**src/logic/msp_pkg.sv**
```systemverilog
/*
  package for the motor start-up position-detect configuration block:
  register offsets, field positions, reset values, decoded types.
  assumes an axi4-lite master with 32-bit data on the register side.
*/
package msp_pkg;

  // ----------------------------------------------------------------------
  // register map
  // ----------------------------------------------------------------------
  // offsets are word indexes; not all are multiples of four, so byte address is four times the index
  localparam int MSP_ADDR_W = 10;
  localparam logic [7:0] MSP_IDX_STARTUP_ONE = 8'h84;
  localparam logic [7:0] MSP_IDX_STARTUP_TWO = 8'h86;
  localparam logic [7:0] MSP_IDX_REVERSE_SET = 8'h88;
  localparam logic [7:0] MSP_IDX_GENERAL_LIMIT = 8'h8c;
  localparam logic [9:0] MSP_ADDR_STARTUP_ONE = {MSP_IDX_STARTUP_ONE, 2'b00};
  localparam logic [9:0] MSP_ADDR_STARTUP_TWO = {MSP_IDX_STARTUP_TWO, 2'b00};
  localparam logic [9:0] MSP_ADDR_REVERSE_SET = {MSP_IDX_REVERSE_SET, 2'b00};
  localparam logic [9:0] MSP_ADDR_GENERAL_LIMIT = {MSP_IDX_GENERAL_LIMIT, 2'b00};
  localparam logic [31:0] MSP_RESET_STARTUP_ONE = 32'h0000_0000;
  localparam logic [31:0] MSP_RESET_STARTUP_TWO = 32'h0000_0000;
  localparam logic [31:0] MSP_RESET_REVERSE_SET = 32'h0000_0000;
  localparam logic [3:0] MSP_RESET_GENERAL_LIMIT = 4'h0;

  // ----------------------------------------------------------------------
  // field positions in the first start-up word
  // ----------------------------------------------------------------------
  localparam int MSP_THR_LSB = 9;
  localparam int MSP_THR_MSB = 13;
  localparam int MSP_RELEASE_BIT = 8;
  localparam int MSP_ANGLE_LSB = 6;
  localparam int MSP_REPEAT_LSB = 4;
  localparam int MSP_LIMIT_SRC_BIT = 3;
  localparam int MSP_RAMPDOWN_BIT = 2;
  localparam int MSP_BRAKE_BIT = 1;
  localparam int MSP_REV_SEL_BIT = 0;
  localparam int MSP_METHOD_LSB = 29;
  localparam logic [1:0] MSP_METHOD_POSITION_DETECT = 2'h2;
  localparam logic [4:0] MSP_THR_MAX_CODE = 5'h11;

  // ----------------------------------------------------------------------
  // field positions in the second word / reverse set (open loop, a1, a2)
  // ----------------------------------------------------------------------
  localparam int MSP_OL_LIMIT_LSB = 27;
  localparam int MSP_ACCEL_LIN_LSB = 23;
  localparam int MSP_ACCEL_QUAD_LSB = 19;

  // threshold in milliamps per code, largest 8000 fits 14 bits
  localparam int MSP_MA_W = 14;

  typedef enum logic [1:0]
  {
    MSP_AX_IDLE = 2'b00,
    MSP_AX_WRESP = 2'b01,
    MSP_AX_RRESP = 2'b10
  } msp_axi_state_t;

  typedef struct packed
  {
    logic [MSP_MA_W-1:0] threshold_ma;   // position detect current threshold
    logic threshold_valid;               // code is a defined value
    logic release_tristate;              // 1 tristate, 0 brake
    logic [6:0] advance_angle_deg;       // 0,30,60,90
    logic [2:0] run_count;               // 1..4 runs
    logic position_detect_active;        // start-up method is position detect
    logic [3:0] open_loop_limit_code;    // effective open-loop limit code
    logic torque_rampdown_enable;        // ramp iq down before closed loop
    logic active_brake_enable;           // active braking allowed
    logic [3:0] open_loop_accel_linear;  // effective a1 code
    logic [3:0] open_loop_accel_quadratic; // effective a2 code
  } msp_ctrl_t;

  typedef struct packed
  {
    logic [31:0] startup_one;
    logic [31:0] startup_two;
    logic [31:0] reverse_set;
    logic [3:0] general_limit;
    msp_axi_state_t ax_state;
    logic awvalid_seen;
    logic [MSP_ADDR_W-1:0] awaddr;
    logic wvalid_seen;
    logic [31:0] wdata;
    logic [3:0] wstrb;
    logic [1:0] resp;
    logic [31:0] rdata;
    logic awready;
    logic wready;
    logic arready;
    logic bvalid;
    logic rvalid;
    msp_ctrl_t ctrl;
  } msp_state_t;

endpackage

```
**src/logic/msp_startup_cfg.sv**
```systemverilog
/*
  motor start-up settings registers with the position-detect fields decoded
  into ready-to-use controls for the start-up sequencer.
  assumes one 20 mhz clock, synchronous active-high reset and an axi4-lite
  master that keeps at most one write and one read under way.
*/
`timescale 1ns/1ns
module msp_startup_cfg
#(
  parameter int ADDR_W = 10 // byte address width of the register window
)
(
  input wire logic sys_clk, // 20 mhz system clock
  input wire logic sys_rst, // synchronous reset, active high
  input wire logic [ADDR_W-1:0] s_axi_awaddr, // write address
  input wire logic s_axi_awvalid, // write address valid
  output logic s_axi_awready, // write address ready
  input wire logic [31:0] s_axi_wdata, // write data
  input wire logic [3:0] s_axi_wstrb, // write byte strobes
  input wire logic s_axi_wvalid, // write data valid
  output logic s_axi_wready, // write data ready
  output logic [1:0] s_axi_bresp, // write response
  output logic s_axi_bvalid, // write response valid
  input wire logic s_axi_bready, // write response ready
  input wire logic [ADDR_W-1:0] s_axi_araddr, // read address
  input wire logic s_axi_arvalid, // read address valid
  output logic s_axi_arready, // read address ready
  output logic [31:0] s_axi_rdata, // read data
  output logic [1:0] s_axi_rresp, // read response
  output logic s_axi_rvalid, // read data valid
  input wire logic s_axi_rready, // read data ready
  output msp_pkg::msp_ctrl_t ctrl // decoded start-up controls
);
  import msp_pkg::*;

  // refuse an address width too narrow to reach the highest register
  if (ADDR_W < MSP_ADDR_W)
  begin
    $error("ADDR_W must reach the register window");
  end

  // ----------------------------------------------------------------------
  // helpers
  // ----------------------------------------------------------------------
  // threshold table in milliamps; undefined codes give zero
  function automatic logic [MSP_MA_W-1:0] thr_ma(input logic [4:0] code);
    logic [MSP_MA_W-1:0] r;
    r = '0;
    case (code)
      5'h00: r = 14'd250;
      5'h01: r = 14'd500;
      5'h02: r = 14'd750;
      5'h03: r = 14'd1000;
      5'h04: r = 14'd1250;
      5'h05: r = 14'd1500;
      5'h06: r = 14'd2000;
      5'h07: r = 14'd2500;
      5'h08: r = 14'd3000;
      5'h09: r = 14'd3667;
      5'h0a: r = 14'd4000;
      5'h0b: r = 14'd4667;
      5'h0c: r = 14'd5000;
      5'h0d: r = 14'd5333;
      5'h0e: r = 14'd6000;
      5'h0f: r = 14'd6667;
      5'h10: r = 14'd7333;
      5'h11: r = 14'd8000;
      default: r = '0;
    endcase
    return r;
  endfunction

  // byte-lane merge of a write into a stored word
  function automatic logic [31:0] merge(input logic [31:0] old, input logic [31:0] d,
                                         input logic [3:0] s);
    logic [31:0] r;
    r = old;
    for (int i = 0; i < 4; i++)
      if (s[i])
        r[8*i +: 8] = d[8*i +: 8];
    return r;
  endfunction

  // decode a byte address; 3'h7 means unmapped
  function automatic logic [2:0] sel(input logic [MSP_ADDR_W-1:0] a);
    logic [2:0] r;
    r = 3'h7;
    case (a)
      MSP_ADDR_STARTUP_ONE: r = 3'h0;
      MSP_ADDR_STARTUP_TWO: r = 3'h1;
      MSP_ADDR_REVERSE_SET: r = 3'h2;
      MSP_ADDR_GENERAL_LIMIT: r = 3'h3;
      default: r = 3'h7;
    endcase
    return r;
  endfunction

  msp_state_t st;
  msp_state_t next_st;

  // ----------------------------------------------------------------------
  // next-state logic: bus slave plus control decode
  // ----------------------------------------------------------------------
  // write address and data are caught separately so either order works
  always_comb
  begin
    logic [31:0] w1;
    logic [31:0] src;
    logic [2:0] rs;
    w1 = '0;
    src = '0;
    rs = '0;
    next_st = st;
    if (s_axi_awvalid && st.awready)
    begin
      next_st.awvalid_seen = 1'b1;
      next_st.awaddr = s_axi_awaddr[MSP_ADDR_W-1:0];
      next_st.awready = 1'b0;
    end
    if (s_axi_wvalid && st.wready)
    begin
      next_st.wvalid_seen = 1'b1;
      next_st.wdata = s_axi_wdata;
      next_st.wstrb = s_axi_wstrb;
      next_st.wready = 1'b0;
    end
    case (st.ax_state)
      MSP_AX_IDLE:
      begin
        if (st.awvalid_seen && st.wvalid_seen)
        begin
          next_st.resp = 2'b00;
          case (sel(st.awaddr))
            3'h0: next_st.startup_one = merge(st.startup_one, st.wdata, st.wstrb);
            3'h1: next_st.startup_two = merge(st.startup_two, st.wdata, st.wstrb);
            3'h2: next_st.reverse_set = merge(st.reverse_set, st.wdata, st.wstrb);
            3'h3:
            begin
              if (st.wstrb[0])
                next_st.general_limit = st.wdata[3:0];
            end
            default: next_st.resp = 2'b10; // unmapped answers slverr
          endcase
          next_st.awvalid_seen = 1'b0;
          next_st.wvalid_seen = 1'b0;
          next_st.bvalid = 1'b1;
          next_st.arready = 1'b0;
          next_st.ax_state = MSP_AX_WRESP;
        end
        else if (s_axi_arvalid && st.arready && !st.awvalid_seen && !st.wvalid_seen)
        begin
          rs = sel(s_axi_araddr[MSP_ADDR_W-1:0]);
          next_st.resp = 2'b00;
          case (rs)
            3'h0: next_st.rdata = st.startup_one;
            3'h1: next_st.rdata = st.startup_two;
            3'h2: next_st.rdata = st.reverse_set;
            3'h3: next_st.rdata = {28'h0000000, st.general_limit};
            default:
            begin
              next_st.rdata = '0;
              next_st.resp = 2'b10;
            end
          endcase
          next_st.arready = 1'b0;
          next_st.rvalid = 1'b1;
          next_st.ax_state = MSP_AX_RRESP;
        end
      end
      MSP_AX_WRESP:
      begin
        if (s_axi_bready)
        begin
          next_st.bvalid = 1'b0;
          next_st.awready = 1'b1;
          next_st.wready = 1'b1;
          next_st.arready = 1'b1;
          next_st.ax_state = MSP_AX_IDLE;
        end
      end
      MSP_AX_RRESP:
      begin
        if (s_axi_rready)
        begin
          next_st.rvalid = 1'b0;
          next_st.arready = 1'b1;
          next_st.ax_state = MSP_AX_IDLE;
        end
      end
      default: next_st.ax_state = MSP_AX_IDLE;
    endcase
    // hold arready low while a write is caught, so no read handshake is ever dropped
    if (next_st.awvalid_seen || next_st.wvalid_seen)
      next_st.arready = 1'b0;

    // controls are decoded from the words being committed, so both update on one edge
    w1 = next_st.startup_one;
    next_st.ctrl.threshold_ma = thr_ma(w1[MSP_THR_MSB:MSP_THR_LSB]);
    next_st.ctrl.threshold_valid = (w1[MSP_THR_MSB:MSP_THR_LSB] <= MSP_THR_MAX_CODE);
    next_st.ctrl.release_tristate = w1[MSP_RELEASE_BIT];
    next_st.ctrl.advance_angle_deg = 7'(30 * w1[MSP_ANGLE_LSB +: 2]);
    next_st.ctrl.run_count = {1'b0, w1[MSP_REPEAT_LSB +: 2]} + 3'h1;
    next_st.ctrl.position_detect_active =
      (w1[MSP_METHOD_LSB +: 2] == MSP_METHOD_POSITION_DETECT);
    // reverse selection swaps in the reverse word's fields as a group
    src = w1[MSP_REV_SEL_BIT] ? next_st.reverse_set : next_st.startup_two;
    next_st.ctrl.open_loop_limit_code = w1[MSP_LIMIT_SRC_BIT] ? next_st.general_limit
                                        : src[MSP_OL_LIMIT_LSB +: 4];
    next_st.ctrl.open_loop_accel_linear = src[MSP_ACCEL_LIN_LSB +: 4];
    next_st.ctrl.open_loop_accel_quadratic = src[MSP_ACCEL_QUAD_LSB +: 4];
    next_st.ctrl.torque_rampdown_enable = w1[MSP_RAMPDOWN_BIT];
    next_st.ctrl.active_brake_enable = w1[MSP_BRAKE_BIT];
  end

  // ----------------------------------------------------------------------
  // state register
  // ----------------------------------------------------------------------
  always_ff @(posedge sys_clk)
  begin
    if (sys_rst)
    begin
      st <= '0;
      st.startup_one <= MSP_RESET_STARTUP_ONE;
      st.startup_two <= MSP_RESET_STARTUP_TWO;
      st.reverse_set <= MSP_RESET_REVERSE_SET;
      st.general_limit <= MSP_RESET_GENERAL_LIMIT;
      st.ctrl.threshold_ma <= 14'd250;
      st.ctrl.threshold_valid <= 1'b1;
      st.ctrl.run_count <= 3'h1;
      st.awready <= 1'b1;
      st.wready <= 1'b1;
      st.arready <= 1'b1;
      st.ax_state <= MSP_AX_IDLE;
    end
    else
      st <= next_st;
  end

  assign s_axi_awready = st.awready;
  assign s_axi_wready = st.wready;
  assign s_axi_arready = st.arready;
  assign s_axi_bvalid = st.bvalid;
  assign s_axi_bresp = st.resp;
  assign s_axi_rvalid = st.rvalid;
  assign s_axi_rresp = st.resp;
  assign s_axi_rdata = st.rdata;
  assign ctrl = st.ctrl;

  // ----------------------------------------------------------------------
  // assertions
  // ----------------------------------------------------------------------
  property p_thr_max;
    @(posedge sys_clk) disable iff (sys_rst)
      (st.startup_one[MSP_THR_MSB:MSP_THR_LSB] == 5'h11) |-> (ctrl.threshold_ma == 14'd8000);
  endproperty
  a_thr_max: assert property (p_thr_max) else $error("threshold code 11h not 8000 mA");
  property p_thr_invalid;
    @(posedge sys_clk) disable iff (sys_rst)
      (st.startup_one[MSP_THR_MSB:MSP_THR_LSB] > 5'h11) |-> !ctrl.threshold_valid;
  endproperty
  a_thr_invalid: assert property (p_thr_invalid) else $error("undefined threshold not flagged");
  property p_release;
    @(posedge sys_clk) disable iff (sys_rst)
      1'b1 |-> (ctrl.release_tristate == st.startup_one[MSP_RELEASE_BIT]);
  endproperty
  a_release: assert property (p_release) else $error("release mode mismatch");
  property p_angle;
    @(posedge sys_clk) disable iff (sys_rst)
      (st.startup_one[7:6] == 2'h3) |-> (ctrl.advance_angle_deg == 7'd90);
  endproperty
  a_angle: assert property (p_angle) else $error("advance angle not 90");
  property p_repeat;
    @(posedge sys_clk) disable iff (sys_rst)
      1'b1 |-> (ctrl.run_count == {1'b0, st.startup_one[5:4]} + 3'h1);
  endproperty
  a_repeat: assert property (p_repeat) else $error("run count mismatch");
  property p_limit_src;
    @(posedge sys_clk) disable iff (sys_rst)
      (st.startup_one[3] && st.startup_one[3] == next_st.startup_one[3]
       && st.general_limit == next_st.general_limit)
      |=> (ctrl.open_loop_limit_code == $past(st.general_limit));
  endproperty
  a_limit_src: assert property (p_limit_src) else $error("general limit not used");
  property p_ramp_brake;
    @(posedge sys_clk) disable iff (sys_rst)
      1'b1 |-> (ctrl.torque_rampdown_enable == st.startup_one[2]
                && ctrl.active_brake_enable == st.startup_one[1]);
  endproperty
  a_ramp_brake: assert property (p_ramp_brake) else $error("rampdown or brake mismatch");
  property p_rev;
    @(posedge sys_clk) disable iff (sys_rst)
      (st.startup_one[0] && next_st.startup_one[0] && st.reverse_set == next_st.reverse_set)
      |=> (ctrl.open_loop_accel_linear == $past(st.reverse_set[26:23]));
  endproperty
  a_rev: assert property (p_rev) else $error("reverse set not applied");
  property p_method;
    @(posedge sys_clk) disable iff (sys_rst)
      1'b1 |-> (ctrl.position_detect_active == (st.startup_one[30:29] == 2'h2));
  endproperty
  a_method: assert property (p_method) else $error("position detect method not seen");
  property p_readback;
    @(posedge sys_clk) disable iff (sys_rst)
      (s_axi_arvalid && s_axi_arready && !st.awvalid_seen && !st.wvalid_seen
       && s_axi_araddr[MSP_ADDR_W-1:0] == MSP_ADDR_STARTUP_ONE)
      |=> (s_axi_rvalid && s_axi_rdata == $past(st.startup_one));
  endproperty
  a_readback: assert property (p_readback) else $error("readback differs from stored word");
  c_write: cover property (@(posedge sys_clk) s_axi_bvalid && s_axi_bready);
  c_read: cover property (@(posedge sys_clk) s_axi_rvalid && s_axi_rready);
  c_rev: cover property (@(posedge sys_clk) ctrl.position_detect_active && st.startup_one[0]);
endmodule

```
**config.mk**
```make
export PLATFORM = sky130hd
export DESIGN_NAME = msp_startup_cfg
export DESIGN_NICKNAME = d
export VERILOG_FILES = /design/src/logic/msp_pkg.sv /design/src/logic/msp_startup_cfg.sv
export SDC_FILE = /design/constraint.sdc
export NUM_CORES = 1
export LEC_CHECK = 0
export BUFFER_PORTS_ARGS = -buffer_cell sky130_fd_sc_hd__buf_2
export CAP_MARGIN = 20
export CORE_ASPECT_RATIO = 0.7
export CORE_MARGIN = 8
export CORE_UTILIZATION = 57
export DETAILED_ROUTE_END_ITERATION = 8
export PLACE_DENSITY = 0.77
export RECOVER_POWER = 25
export SYNTH_ARGS = -nofsm -noshare
export SYNTH_HDL_FRONTEND = slang
export SYNTH_SLANG_ARGS = --single-unit
```
**constraint.sdc**
```tcl
create_clock -name sys_clk -period 3.2 [get_ports sys_clk]
set_clock_uncertainty 0.15 [all_clocks]
set_input_delay 0.64 -clock sys_clk [delete_from_list [all_inputs] [get_ports sys_clk]]
set_output_delay 0.64 -clock sys_clk [all_outputs]
set_load 0.05 [all_outputs]
```
---- After elaboration in Yosys (flattened, before gate mapping) ----
Memories as Yosys holds them, arrays and structs flattened. A register that Yosys moved wholly into a read port is not among the register bits.
Index checks and enable logic that the tools add are counted.
storage, ports and cells
  bits in registers ....................... 230
  ROM bits ................................ 416
  output and inout bits ................... 82
  logic and storage cells ................. 149
  memories kept ........................... 1
memories
  memory           depth  width  read ports  clocked after memory_dff  write ports  RTL line               RTL
  (no name shown)  32     13     1           1                         0            msp_startup_cfg.sv:49  case (code)
operators by class
  $add $sub $neg .......................... 1
  $mul .................................... 1
  $lt $le $gt $ge ......................... 1
  equality and inequality tests ........... 26
  mux-type cells .......................... 59
  bitwise operators ....................... 1
  reduce and logical (&&, ||, !) cells .... 27
operators by type and width
  kind                  count
  $mux 99               2
  $pmux 32 s4           1
  $mux 8                11
  $eq 10x10->1 const B  8
  $mux 32               2
  $mux 31               2
  $mux 37               1
  $mux 34               1
  $pmux 3 s4            2
  $reduce_and 4->1      5
  $mux 2                8
  $mux 4                4
  $mux 3                5
  $mux 1                14
  $eq 3x2->1 const B    4
  $mux 11               1
  $ne 2x2->1 const B    5
  $ne 3x3->1 const B    3
  $reduce_and 3->1      3
  $reduce_or 4->1       2
  $mux 7                1
  $eq 3x1->1 const B    2
  $logic_and 1x1->1     6
  $logic_not 3->1       2
  other kinds (16)      21

---- Logic depth before layout (Yosys ltp) ----
  depth in word-level cells ............... 11
  depth in mapped cells ................... 13
  mapped depth without buffers ............ 9

---- Worst setup path after synthesis ----
No wires, ideal clock.
  path type ............................... in2reg
  from .................................... in s_axi_araddr[7]
  to ...................................... reg st, in the netlist s_axi_rdata[16]
  setup time .............................. 0.065 ns
  arrival time ............................ 2.547 ns
  required time ........................... 2.985 ns
  setup slack ............................. 0.438 ns
  stages .................................. 8
  buffers on the path ..................... 2
  cells stage by stage .................... or4b_1 > clkbuf_1 > nor4_2 > clkbuf_1 > a22oi_1 > a21oi_1 > a21oi_1 > nor2_1
on the way
  word-level cells in the longest chain between the ends .. 7
  elaborated cells on any way between the ends .. 13
RTL lines
  item                                RTL line                RTL
  start: declaration                  msp_startup_cfg.sv:25   input wire logic [ADDR_W-1:0] s_axi_araddr,
  $eq 10x10->1                        msp_startup_cfg.sv:88   case (a)
  $pmux 3 s4 (*)                      msp_startup_cfg.sv:88
  $mux 3 (*)                          msp_startup_cfg.sv:150  else if (s_axi_arvalid && st.arready && !st.awvalid_seen && !st.wvalid_seen)
  $mux 3 (*)                          msp_startup_cfg.sv:130  if (st.awvalid_seen && st.wvalid_seen)
  $mux 3 (*)                          msp_startup_cfg.sv:127  case (st.ax_state)
  $eq 3x2->1 (tied with other cells)  msp_startup_cfg.sv:154  case (rs)
  $pmux 32 s4 (*)                     msp_startup_cfg.sv:154
  end signal: assignment              msp_startup_cfg.sv:236  st <= next_st;
  end: declaration                    msp_startup_cfg.sv:98   msp_state_t st;
Every way passes the cells marked *; elsewhere a longest branch is shown, timed or not. The select of a mux whose other input is x is not followed.
A chain may end at the register's enable or synchronous reset.

==> metrics.md <==
| Metric | Value |
|---|---|
| Synth-to-Final Area Change | 11.18% |
| Clock latency at the later pin of the worst-skew pair | 500 ps |
| Clk buf depth | 3 |
| Switch share | 23.10% |
| I/O pins | 145 |
| Commonest non-fill, non-tap cell in the layout | nand2_1 |
| Syn avg cell area | 8.150 sq um |
| Via-to-Cell Ratio | 5.693 |
| Die W | 173.0 um |
| Post-CTS Setup Bufs | 0 |
| Final Hold Viols | 0 |
| Fin cells | 1,490 |
| Internal Power | 0.004469 W |
| Sw Pwr | 0.001343 W |
| Tcrit/Tclk final | 91.54% |
| Post-synthesis adder-cell area fraction | 0.8910% |
| Startpoint Class | primary input |
| Total number of vias | 8,482 |
| Layout cell share with drive strength beyond 1 | 16.44% |
| Sequential Power Share | 49.5% |
| Max_cap viols | 1 |
| Chip height | 125.9 um |
| Syn. warnings | 0 |
| Htree depth | 1 |
| Clk pin slew, worst setup/hold paths | 60 ps |
| Die ar. | 21,770 sq um |
| R2r worst-path depth | 9 |
| Antenna viol nets, final | 0 |
| Hold Crit Depth | 2 |
| RSZ-0062 raised after global routing | false |
| Filler cells | 1,500 |
| Fmax | 341.4 MHz |
| Synth top area share | 45.21% |
| Root Buffer | clkbuf_16 |
| # hold bufs at CTS | 0 |
| Global-route wire length before repair | 42,080 um |
| Worst-margin pin slew | 2480 ps |
| Vias in the first global route | 8,136 |
| 1st-iter DRT viols | 870 |
| PwrDens | 531.8 nW/um^2 |
| Crit Path Class | primary input to register |
| Setup Viol. Count Final | 0 |
| Tmin final | 2929 ps |
| Placed Cells | 1,452 |
| Leakage | 4.415 nW |
| Compound-cell area share of the yosys netlist | 14.84% |
| Xor/xnor share of the synthesized area | 0.2673% |
| Fin Setup TNS | 0 ps |
| Post-synthesis mux area share | 7.307% |
| Final hold slack | 199.6 ps |
| Ant. Diodes | 0 |
| EDFF count, synth | 0 |
| Synthesized instance count | 1,206 |
| Simple-gate share of the synthesized area | 21.66% |
| Core area | 17,020 sq um |
| Tot GR Track Use | 22.74% |
| Synth area leader | dfxtp_1 |
| CP Capture Type | register |
| Initial cell density of the core | 57.76% |
| Max-slew headroom | -65.36% |
| Worst Path Arrival | 3160 ps |
| First-pass DRT Iterations | 6 |
| Initial antenna violation count | 0 |
| Final net count | 1,315 |
| Worst Path Max Fanout | 121 |
| Top cells by area, synth | dfxtp_1 (45%), nand2_1 (8.7%), a21oi_1 (7.6%), mux2i_1 (6.0%), buf_4 (5.9%) |
| Num rows | 40 |
| Largest net degree at the start of global routing | 122 |
| Comb power frac | 6.0% |
| Hold crit path type | primary input to register |
| Clock sink total | 222 |
| Seq cells post-synth | 222 |
| CTS Buf Count | 22 |
| Main synth FF type | dfxtp_1 |
| Clock power frac | 44.5% |
| Grt total ovfl | 0 |
| Gpl congestion | 0.8811 |
| Drt wl/cell | 17.43 um |
| Max VDD drop | 0.3042 mV |
| Main combinational cell family by area after synthesis | simple AND/OR/NAND/NOR gates |
| Netlist Area Pre-Place | 9829 sq um |
| Port bufs | 140 |
| Required time of the critical path | 3430 ps |
| Max Slew Vio Count | 122 |
| Asr flop ratio synth | 0% |
| DRC viols | 0 |
| Total Routed Length | 25,970 um |
| Most frequent cells in the layout | nand2_1 (228), dfxtp_1 (222), a21oi_1 (149) |
| CTS tree | yes |
| Sequential share of the synthesized area | 45.21% |
| Outcome | finished with violations |
| Synth cell types | 57 |
| Hpwl dp | 17,490 um |
| Failing checks | capacitance limit, slew limit |
synthesized netlist by cell type (2+ instances only):
library cell    n
o211ai_1        2
dfxtp_1       222
mux2i_1        59
a311oi_1        2
nand4_1         2
a22oi_1        16
ha_1            7
nand3_1        22
and3_1          9
buf_2           6
or2_2           2
nor4_1         10
nand3b_1        4
clkbuf_1       66
o21bai_1        2
nor3b_1         3
a211oi_1        7
a222oi_1       19
mux2_2         10
nor3_1         20
nand2_1       228
a311o_1         3
a2bb2oi_1       3
xnor2_1         2
or3_1           2
inv_1          16
nor4_2          2
nor2_1        145
and2_1          6
a31oi_1         6
o21ai_0        17
o2111ai_1       3
buf_1           9
o31ai_1         3
nor2b_1        10
buf_4          77
a21o_1          4
nor4bb_1        2
and4_1          2
nand2b_1       11
a21oi_1       149
cell type report:
| type | count | area (sq um) | share of cell area (%) |
|---|---|---|---|
| Multi-Input combinational cell | 812 | 4459 | 40.81 |
| Clock inverter | 5 | 52.55 | 0.4809 |
| Timing Repair Buffer | 171 | 939.7 | 8.599 |
| Sequential cell | 222 | 4444 | 40.67 |
| Tap cell | 231 | 289.0 | 2.645 |
| Inverter | 16 | 60.06 | 0.5496 |
| Clock buffer | 33 | 683.2 | 6.251 |
layer usage:
layer / routed length [um] / global-route usage, % / vias up
li1: - / - / 4109
met5: 0 / 0 / -
met4: 449 / 5.056 / 0
met1: 11490 / 31.24 / 3957
met2: 11440 / 35.60 / 382
met3: 2589 / 5.642 / 34
power groups by stage:
stage	clock network, W	registers [W]	logic [W]
CTS	0.00262	0.00287	0.000347
finish	0.00259	0.00288	0.000347
floorplan	0	0.00293	0.000221
global placement	0	0.00293	0.000339
global route	0.00274	0.00288	0.000379
detailed placement	0	0.00294	0.000345
logic make-up (layout without fill, tap and decap cells):
group | Yosys count | count (layout)
flip-flops | 222 | 222
multiplexers | 70 | 70
XOR/XNOR | 3 | 3
other | 1 | 4
buffers and inverters | 175 | 225
adder cells (fa/ha/maj) | 7 | 7
AO/OA/AOI/OAI | 241 | 241
AND/OR/NAND/NOR | 487 | 487
critical path, cell delays in order:
cell	delay, ps
clkbuf_2	1680
nor2_1	480
a2bb2oi_1	270
per-stage QoR:
step | utilization [%] | power, W | instance area (sq um) | setup slack (ps)
finish | 64.22 | 0.005812 | 10930 | 270.7
detailed placement | 60.10 | 0.003281 | 10230 | 233.0
floorplan | - | 0.003154 | 9841 | 437.8
global placement | 60.10 | 0.003272 | 10230 | 264.4
global route | 64.22 | 0.006004 | 10930 | 71.07
CTS | 64.43 | 0.005845 | 10960 | 211.6
final timing paths:
check	start	end	slack [ps]
worst min register to register	st[149]	st[149]	300
worst max-delay path	sys_rst	ctrl[7]	270
worst min-delay path	s_axi_awvalid	s_axi_awready	200
worst max register to register	st[128]	ctrl[10]	280
state kept, by name, summed over array words and instances, names as in the netlist:
register	cells
s_axi_bresp	1
s_axi_arready	1
s_axi_wready	1
s_axi_bvalid	1
st	150
ctrl	34
s_axi_awready	1
s_axi_rdata	32
s_axi_rvalid	1
what timing repair did:
action / CTS / global route
setup endpoints to repair: 0 / 1
endpoints found under the hold margin: 0 / 0
resized for setup: 0 / 1
No activity file was read; power rests on OpenSTA's default activity.
